File: config.mk
export PLATFORM = sky130hd
export DESIGN_NAME = osd_char_render
export DESIGN_NICKNAME = d
export VERILOG_FILES = /design/src/core/char_rom_mapper.v /design/src/core/pixel_delay_line.v /design/src/core/osd_char_render.v
export VERILOG_INCLUDE_DIRS = /design/src /design/src/core
export SDC_FILE = /design/constraint.sdc
export NUM_CORES = 1
export LEC_CHECK = 0
export CAP_MARGIN = 5
export CORE_MARGIN = 2
export CORE_UTILIZATION = 60
export CTS_CLUSTER_SIZE = 16
export DETAILED_ROUTE_END_ITERATION = 12
export DONT_BUFFER_PORTS = 1
export PLACE_DENSITY = 0.76
export SLEW_MARGIN = 0
export SYNTH_ARGS = -nofsm -noshare
export SYNTH_HDL_FRONTEND = slang
export SYNTH_SLANG_ARGS = --single-unit
File: constraint.sdc
create_clock -name clk_i -period 3.4 [get_ports clk_i]
set_input_delay 0.68 -clock clk_i [delete_from_list [all_inputs] [get_ports clk_i]]
set_output_delay 0.68 -clock clk_i [all_outputs]
set_load 0.02 [all_outputs]
File: src/core/osd_char_map.vh
`ifndef OSD_CHAR_MAP_VH
`define OSD_CHAR_MAP_VH

// Register offsets on the plain register port
`define ADDR_OUT_DELAY      4'h0
`define ADDR_PAGE_SEL       4'h1
`define ADDR_FONT_CFG       4'h2
`define ADDR_HORIZ_DELAY    4'h3
`define ADDR_VERT_DELAY     4'h4
`define ADDR_STATUS         4'h5

// Field positions
`define OUT_DELAY_MSB       2
`define LOWER_PAGE_MSB      2
`define UPPER_PAGE_LSB      4
`define UPPER_PAGE_MSB      6
`define NARROW_FONT_BIT     0
`define EDGE_MODE_LSB       1
`define EDGE_MODE_MSB       2

// Reset values
`define RST_OUT_DELAY       3'h0
`define RST_LOWER_PAGE      3'h0
`define RST_UPPER_PAGE      3'h1
`define RST_FONT_CFG        3'h0
`define RST_HORIZ_DELAY     8'h00
`define RST_VERT_DELAY      8'h00

// Edge modes
`define EDGE_NONE           2'h0
`define EDGE_BORDER         2'h1
`define EDGE_SHADOW         2'h2

// Character codes
`define CODE_BLANK          8'h00
`define CODE_FILL           8'h7f
`define CODE_MULTI_FIRST    8'h01
`define CODE_MULTI_LAST     8'h10

// Frame geometry and timing counts
`define H_FIXED_DOTS        11'h02f
`define PHASE_PULSE_DOTS    11'h004
`define V_FIXED_LINES       10'h001
`define FRAME_COLS          5'h1e
`define FRAME_ROWS          4'hf
`define CHAR_LINES_LAST     5'h11
`define DOT_LAST_WIDE       4'hb
`define DOT_LAST_NARROW     4'h9
`define DELAY_TAPS          7

`endif

File: src/core/char_rom_mapper.v
`timescale 1ns/1ps
`default_nettype none
`include "osd_char_map.vh"

module char_rom_mapper (
    // Logical code and bank pages
    input  wire [7:0] code_i,
    input  wire [2:0] lower_sel_i,
    input  wire [2:0] upper_sel_i,
    // Physical pattern address and code class
    output wire [8:0] phys_addr_o,
    output wire       is_blank_o,
    output wire       is_fill_o,
    output wire       is_multi_o,
    output wire       is_reserved_o
);

    // Page n of the 64-entry pages starts at (n+2)*64
    function [2:0] page_base;
        input [2:0] sel;
        begin
            page_base = sel + 3'h2;
        end
    endfunction

    function reserved_sel;
        input [2:0] sel;
        begin
            reserved_sel = sel[2] & sel[1];
        end
    endfunction

    wire       upper_bank = code_i[6];
    wire [2:0] sel        = upper_bank ? upper_sel_i : lower_sel_i;

    assign phys_addr_o = code_i[7] ? {page_base(sel), code_i[5:0]}
                                   : {2'h0, code_i[6:0]};
    assign is_reserved_o = code_i[7] &
                           (upper_bank ? reserved_sel(upper_sel_i)
                                       : reserved_sel(lower_sel_i));
    assign is_blank_o = (code_i == `CODE_BLANK);
    assign is_fill_o  = (code_i == `CODE_FILL);
    assign is_multi_o = (code_i >= `CODE_MULTI_FIRST) &&
                        (code_i <= `CODE_MULTI_LAST);

endmodule // char_rom_mapper
`default_nettype wire

File: src/core/pixel_delay_line.v
`timescale 1ns/1ps
`default_nettype none
`include "osd_char_map.vh"

module pixel_delay_line (
    // Clock and reset
    input  wire       clk_i,
    input  wire       reset_n_i,
    // Pixel stream {r,g,b,fast blank}
    input  wire [3:0] pix_i,
    input  wire [2:0] delay_sel_i,
    output reg  [3:0] pix_o
);

    reg [3:0] tap_q [0:`DELAY_TAPS-1];

    genvar i;
    generate
        for (i = 0; i < `DELAY_TAPS; i = i + 1) begin : g_tap
            always @(posedge clk_i or negedge reset_n_i) begin
                if (!reset_n_i) begin
                    tap_q[i] <= 4'h0;
                end else if (i == 0) begin
                    tap_q[i] <= pix_i;
                end else begin
                    tap_q[i] <= tap_q[(i == 0) ? 0 : i - 1];
                end
            end
        end
    endgenerate

    // All four bits share one tap so they stay aligned
    always @(posedge clk_i or negedge reset_n_i) begin
        if (!reset_n_i) begin
            pix_o <= 4'h0;
        end else if (delay_sel_i == 3'h0) begin
            pix_o <= pix_i;
        end else begin
            pix_o <= tap_q[delay_sel_i - 3'h1];
        end
    end

endmodule // pixel_delay_line
`default_nettype wire

File: src/core/osd_char_render.v
// Chosen here: the plain strobed port and the register offsets.
`timescale 1ns/1ps
`default_nettype none
`include "osd_char_map.vh"

module osd_char_render (
    // Clock and reset
    input  wire        clk_i,
    input  wire        reset_n_i,
    // Register port
    input  wire [3:0]  reg_addr_i,
    input  wire [7:0]  reg_wdata_i,
    input  wire        reg_write_i,
    input  wire        reg_read_i,
    output reg  [7:0]  reg_rdata_o,
    // Sync inputs, active high at leading edge
    input  wire        hsync_i,
    input  wire        vsync_i,
    // Display memory cell lookup
    output reg  [3:0]  row_o,
    output reg  [4:0]  col_o,
    input  wire [7:0]  char_code_i,
    input  wire [2:0]  char_color_i,
    input  wire        row_double_width_i,
    // Pattern store lookup
    output wire [8:0]  rom_addr_o,
    output reg  [4:0]  rom_line_o,
    input  wire [11:0] font_r_i,
    input  wire [11:0] font_g_i,
    input  wire [11:0] font_b_i,
    input  wire [11:0] font_opaque_i,
    input  wire [11:0] font_above_i,
    input  wire [11:0] font_below_i,
    // Video outputs
    output wire        red_o,
    output wire        green_o,
    output wire        blue_o,
    output wire        fast_blank_out_o
);

    // Registers
    reg [2:0] out_delay_sel_q;
    reg [2:0] lower_bank_page_sel_q;
    reg [2:0] upper_bank_page_sel_q;
    reg       narrow_font_select_q;
    reg [1:0] edge_mode_q;
    reg [7:0] horiz_delay_value_q;
    reg [7:0] vert_delay_value_q;

    // Frame timing state
    reg        hsync_q;
    reg        vsync_q;
    reg [10:0] hcnt_q;
    reg [9:0]  vline_q;
    reg        h_act_q;
    reg        v_act_q;
    reg        v_done_q;
    reg [3:0]  dot_q;
    reg        half_q;
    reg [3:0]  pix_q;

    wire h_lead = hsync_i & ~hsync_q;
    wire v_lead = vsync_i & ~vsync_q;

    wire [10:0] hstart = `H_FIXED_DOTS + `PHASE_PULSE_DOTS +
                         {3'h0, horiz_delay_value_q};
    wire [9:0]  vstart = `V_FIXED_LINES + {2'h0, vert_delay_value_q};
    wire [3:0]  dot_last = narrow_font_select_q ? `DOT_LAST_NARROW
                                                : `DOT_LAST_WIDE;
    wire [9:0]  vline_next = vline_q + 10'h001;

    // Register writes
    always @(posedge clk_i or negedge reset_n_i) begin
        if (!reset_n_i) begin
            out_delay_sel_q       <= `RST_OUT_DELAY;
            lower_bank_page_sel_q <= `RST_LOWER_PAGE;
            upper_bank_page_sel_q <= `RST_UPPER_PAGE;
            narrow_font_select_q  <= 1'b0;
            edge_mode_q           <= `EDGE_NONE;
            horiz_delay_value_q   <= `RST_HORIZ_DELAY;
            vert_delay_value_q    <= `RST_VERT_DELAY;
        end else if (reg_write_i) begin
            case (reg_addr_i)
                `ADDR_OUT_DELAY: begin
                    out_delay_sel_q <= reg_wdata_i[`OUT_DELAY_MSB:0];
                end
                `ADDR_PAGE_SEL: begin
                    lower_bank_page_sel_q <= reg_wdata_i[`LOWER_PAGE_MSB:0];
                    upper_bank_page_sel_q <= reg_wdata_i[`UPPER_PAGE_MSB:`UPPER_PAGE_LSB];
                end
                `ADDR_FONT_CFG: begin
                    narrow_font_select_q <= reg_wdata_i[`NARROW_FONT_BIT];
                    edge_mode_q          <= reg_wdata_i[`EDGE_MODE_MSB:`EDGE_MODE_LSB];
                end
                `ADDR_HORIZ_DELAY: begin
                    horiz_delay_value_q <= reg_wdata_i;
                end
                `ADDR_VERT_DELAY: begin
                    vert_delay_value_q <= reg_wdata_i;
                end
                default: begin
                end
            endcase
        end
    end

    // Register reads, data in the following cycle only
    always @(posedge clk_i or negedge reset_n_i) begin
        if (!reset_n_i) begin
            reg_rdata_o <= 8'h00;
        end else if (reg_read_i) begin
            case (reg_addr_i)
                `ADDR_OUT_DELAY:   reg_rdata_o <= {5'h00, out_delay_sel_q};
                `ADDR_PAGE_SEL:    reg_rdata_o <= {1'b0, upper_bank_page_sel_q,
                                                   1'b0, lower_bank_page_sel_q};
                `ADDR_FONT_CFG:    reg_rdata_o <= {5'h00, edge_mode_q, narrow_font_select_q};
                `ADDR_HORIZ_DELAY: reg_rdata_o <= horiz_delay_value_q;
                `ADDR_VERT_DELAY:  reg_rdata_o <= vert_delay_value_q;
                `ADDR_STATUS:      reg_rdata_o <= {row_o, 1'b0, v_done_q, v_act_q, h_act_q};
                default:           reg_rdata_o <= 8'h00;
            endcase
        end else begin
            reg_rdata_o <= 8'h00;
        end
    end

    // Vertical placement, counted in scan lines from the vsync edge
    always @(posedge clk_i or negedge reset_n_i) begin
        if (!reset_n_i) begin
            hsync_q    <= 1'b0;
            vsync_q    <= 1'b0;
            vline_q    <= 10'h000;
            v_act_q    <= 1'b0;
            v_done_q   <= 1'b0;
            row_o      <= 4'h0;
            rom_line_o <= 5'h00;
        end else begin
            hsync_q <= hsync_i;
            vsync_q <= vsync_i;
            if (v_lead) begin
                // Frames overrunning the next vsync are cut here
                vline_q    <= 10'h000;
                v_act_q    <= 1'b0;
                v_done_q   <= 1'b0;
                row_o      <= 4'h0;
                rom_line_o <= 5'h00;
            end else if (h_lead) begin
                if (vline_q != 10'h3ff) begin
                    vline_q <= vline_next;
                end
                if (v_act_q) begin
                    if (rom_line_o == `CHAR_LINES_LAST) begin
                        rom_line_o <= 5'h00;
                        if (row_o == `FRAME_ROWS - 4'h1) begin
                            v_act_q  <= 1'b0;
                            v_done_q <= 1'b1;
                        end else begin
                            row_o <= row_o + 4'h1;
                        end
                    end else begin
                        rom_line_o <= rom_line_o + 5'h01;
                    end
                end else if (!v_done_q && vline_next == vstart) begin
                    v_act_q    <= 1'b1;
                    row_o      <= 4'h0;
                    rom_line_o <= 5'h00;
                end
            end
        end
    end

    // Horizontal placement and dot stepping
    wire [4:0] col_step = row_double_width_i ? 5'h02 : 5'h01;
    wire [4:0] col_next = col_o + col_step;

    always @(posedge clk_i or negedge reset_n_i) begin
        if (!reset_n_i) begin
            hcnt_q  <= 11'h000;
            h_act_q <= 1'b0;
            col_o   <= 5'h00;
            dot_q   <= 4'h0;
            half_q  <= 1'b0;
        end else if (h_lead) begin
            hcnt_q  <= 11'h000;
            h_act_q <= 1'b0;
            col_o   <= 5'h00;
            dot_q   <= 4'h0;
            half_q  <= 1'b0;
        end else begin
            if (hcnt_q != 11'h7ff) begin
                hcnt_q <= hcnt_q + 11'h001;
            end
            if (!h_act_q) begin
                if (v_act_q && hcnt_q + 11'h001 == hstart) begin
                    h_act_q <= 1'b1;
                    col_o   <= 5'h00;
                    dot_q   <= 4'h0;
                    half_q  <= 1'b0;
                end
            end else begin
                // Double width repeats each dot for two pixel clocks
                half_q <= row_double_width_i ? ~half_q : 1'b0;
                if (!row_double_width_i || half_q) begin
                    if (dot_q == dot_last) begin
                        dot_q <= 4'h0;
                        if (col_next >= `FRAME_COLS) begin
                            h_act_q <= 1'b0;
                        end else begin
                            col_o <= col_next;
                        end
                    end else begin
                        dot_q <= dot_q + 4'h1;
                    end
                end
            end
        end
    end

    // Code to pattern address
    wire is_blank;
    wire is_fill;
    wire is_multi;
    wire is_reserved;

    char_rom_mapper u_mapper (
        .code_i        (char_code_i),
        .lower_sel_i   (lower_bank_page_sel_q),
        .upper_sel_i   (upper_bank_page_sel_q),
        .phys_addr_o   (rom_addr_o),
        .is_blank_o    (is_blank),
        .is_fill_o     (is_fill),
        .is_multi_o    (is_multi),
        .is_reserved_o (is_reserved)
    );

    // Forced patterns override whatever the store returns
    wire        no_dots  = is_blank | is_reserved;
    wire [11:0] mono     = is_fill ? 12'hfff : (no_dots ? 12'h000 : font_r_i);
    wire [11:0] mono_up  = is_fill ? 12'hfff : (no_dots ? 12'h000 : font_above_i);
    wire [11:0] mono_dn  = is_fill ? 12'hfff : (no_dots ? 12'h000 : font_below_i);

    // Bit 11 is the leftmost dot
    wire [3:0] idx   = 4'hb - dot_q;
    wire       dot   = mono[idx];
    wire       left  = (dot_q != 4'h0) ? mono[idx + 4'h1] : 1'b0;
    wire       right = (dot_q != 4'hb) ? mono[idx - 4'h1] : 1'b0;
    wire       up    = mono_up[idx];
    wire       down  = mono_dn[idx];
    wire       up_l  = (dot_q != 4'h0) ? mono_up[idx + 4'h1] : 1'b0;

    reg edge_on;
    always @* begin
        case (edge_mode_q)
            `EDGE_BORDER: edge_on = ~dot & (left | right | up | down);
            `EDGE_SHADOW: edge_on = ~dot & (left | up | up_l);
            default:      edge_on = 1'b0;
        endcase
    end

    reg [3:0] pix_d;
    always @* begin
        if (!(h_act_q && v_act_q)) begin
            pix_d = 4'h0;
        end else if (is_multi) begin
            // Opaque plane gives the ninth, transparent, choice
            pix_d = font_opaque_i[idx] ? {font_r_i[idx], font_g_i[idx], font_b_i[idx], 1'b1}
                                       : 4'h0;
        end else if (dot) begin
            pix_d = {char_color_i, 1'b1};
        end else if (edge_on) begin
            pix_d = 4'h1;
        end else begin
            pix_d = 4'h0;
        end
    end

    always @(posedge clk_i or negedge reset_n_i) begin
        if (!reset_n_i) begin
            pix_q <= 4'h0;
        end else begin
            pix_q <= pix_d;
        end
    end

    wire [3:0] pix_out;

    pixel_delay_line u_delay (
        .clk_i       (clk_i),
        .reset_n_i   (reset_n_i),
        .pix_i       (pix_q),
        .delay_sel_i (out_delay_sel_q),
        .pix_o       (pix_out)
    );

    assign red_o            = pix_out[3];
    assign green_o          = pix_out[2];
    assign blue_o           = pix_out[1];
    assign fast_blank_out_o = pix_out[0];

endmodule // osd_char_render
`default_nettype wire

==> run metrics <==
clock tree from TritonCTS=done; Ant. Diodes=0; DR vias/cell=6.56; via count=5873; skew final=0.00616 ns; WL final=18.5 mm; commonest non-fill, non-tap cell in the layout=dfrtp_1; Reg-to-Reg End=dot_q[2]; Total GRT Usage=29.1%; worst slew pin tran=0.969 ns; sequential area share after synthesis=39.4%; Slew Limit Fails=0; Max Cap Viol=0; R2R Path Start=hcnt_q[0]; R2R cell count=8; area grow syn2layout=9.01%; top area cells in the synthesized netlist=dfrtp_1 39%, mux4_2 7.9%, mux2_2 5.3%; largest net degree at the start of global routing=117; placed instance area=7500 µm²; Final setup viols=0; Final nets=834; Final Util=67.2%; fmax=354 MHz; Rows=40; initial antenna violation count=0; crit path from=hcnt_q[0]; Top FF cell, synth=dfrtp_1; Final Cell Area=8100 µm²; status=complete, no violations; final antenna-violating net count=0; Max IR drop VDD=397 µV; Num CTS Buffers=17; Worst Setup End Kind=flop; Yosys cell types=78; crit path time final=2.82 ns; startpoint types=flop; Post-synth EDFFs=0; first-pass GRT wire length=29.8 mm; HPWL Detailed=13.4 mm; layout cells sized above 1=16.6%; vias in the first global route=5756; CORE AREA=12100 µm²; DRC Markers=0; unrepaired setup endpoints after global routing=no; Hold Vio Cnt, Final=0; most frequent cells in the layout=116 x dfrtp_1, 59 x nand2_1, 51 x nor2_1; I/O pin total=137; I/O Buffers=0; worst min path class=input port to asynchronous set/reset pin; Clock Latency Late Sink=0.42 ns; period utilization=83.0%; Clock Path Buffers=2; Max FO, Critical Path=6; largest area contributor in the netlist=dfrtp_1; DR WL/cell=20.7 µm; Mapped Nets=848; Synth Register Bits=117; Post-synth ARST share=100%; postcts setup bufs=0; H-tree levels=4; total gr overflow=0; P_leak=3.32 nW; Worst slew margin=34.9%; gpl congestion=0.923; Cells after Synth=728; crit path kind=flop to flop; 1st-iter DRT viols=590; root buffer cell=clkbuf_16; Cell Pwr Density=525 nW/µm²; Setup TNS=0 ns; Avg Inst Size Synth=10.2 µm²; Pre-Repair DR Iteration Count=5; clk sinks=117; clk slew on worst S/H paths=0.06 ns; WP data arrival=3.12 ns; CP Data Required Time=3.70 ns; width of the die=115 µm; Reg2Reg Setup Slack=0.58 ns; yosys warns=0; Netlist Area Pre-Place=7430 µm²; Initial Utilization=61.6%; die height=115 µm; die area=13300 µm²; share of the synthesized area in the top cell type=39.1%
-- Yosys cell counts (7+ instances only) --
master	number
buf_4	8
mux2i_1	16
o22ai_1	13
xor2_1	26
o21ai_0	27
o21a_1	8
nand2_1	59
mux2_2	35
nor2b_1	10
inv_1	21
nand4_1	13
and3_1	7
mux4_2	26
a21oi_1	36
dfrtp_1	116
nand2b_1	8
clkbuf_1	26
ha_1	17
nand3_1	27
a211oi_1	8
nor2_1	51
xnor2_1	26
a31oi_1	14
nor3_1	15
-- worst max-delay path, cell delays in order (launching register included) --
cell and delay (ns):
dfrtp_1 0.44, ha_1 0.25, nand4_2 0.20, nor3_1 0.41, xnor2_1 0.22, nand4b_4 0.12, or4b_1 0.51, o21a_1 0.22
a221o_1 0.35
-- registers in the layout (all words and copies together), names as in the netlist, 2 cells and up --
name / flops
vert_delay_value_q: 8
vline_q: 10
upper_bank_page_sel_q: 3
col_o: 5
out_delay_sel_q: 3
horiz_delay_value_q: 8
reg_rdata_o: 8
lower_bank_page_sel_q: 3
edge_mode_q: 2
rom_line_o: 5
row_o: 4
dot_q: 4
hcnt_q: 11
u_delay.pix_o: 4
u_delay.tap_q: 28
pix_q: 4
-- how the worst max path moves through the flow --
stage	endpoint	slack, ns	cells past startpoint
after floorplan	pix_q[0]	0.56	12
after global placement	dot_q[2]	0.67	8
after detailed placement	dot_q[2]	0.59	8
after CTS	dot_q[2]	0.59	8
after global routing	dot_q[2]	0.42	8
final	dot_q[2]	0.58	8
-- power breakdown --
group | switching [mW] | leakage, nW | internal, mW
combinational | 0.426 | 1.49 | 0.381
clock | 0.701 | 0.270 | 1.02
sequential | 0.200 | 1.57 | 1.53
total | 1.33 | 3.32 | 2.93
-- layer usage --
layer	global-route usage [%]	share of wire (%)	vias up
li1	-	-	2674
met1	40.2	43	2942
met2	44.5	48	225
met3	7.33	7.1	32
met4	11.2	1.9	0
met5	0	0	-
-- repair_timing --
item | CTS | global route
resized for setup | 0 | 0
hold endpoints to repair | 116 | 0
hold buffers | 1 | 0
-- area by class of cell --
type | count | area (µm²)
inverter | 23 | 86.3
clock inverter | 14 | 143
clock buffer | 18 | 429
timing repair buffer | 9 | 87.6
tap | 168 | 210
fill | 913 | 3960
multi-input combinational | 546 | 4220
sequential | 117 | 2930
-- stage by stage --
step / setup slack [ns] / instances / hold slack [ns] / power, mW
detailed placement: 0.586 / 862 / 0.357 / 2.51
CTS: 0.589 / 895 / 0.0903 / 4.28
global route: 0.423 / 895 / 0.0923 / 4.45
floorplan: 0.564 / 728 / 0.349 / 2.35
finish: 0.576 / 895 / 0.104 / 4.26
global placement: 0.667 / 862 / 0.353 / 2.47
-- logic make-up after synthesis --
| group | after synthesis | share of synthesized area, % |
|---|---|---|
| AO/OA/AOI/OAI | 163 | 15.0 |
| XOR/XNOR | 54 | 6.57 |
| multiplexers | 79 | 15.6 |
| flip-flops | 117 | 39.4 |
| adder cells (fa/ha/maj) | 18 | 3.13 |
| buffers and inverters | 65 | 3.86 |
| AND/OR/NAND/NOR | 232 | 16.4 |
No activity file was read; power rests on OpenSTA's default activity.
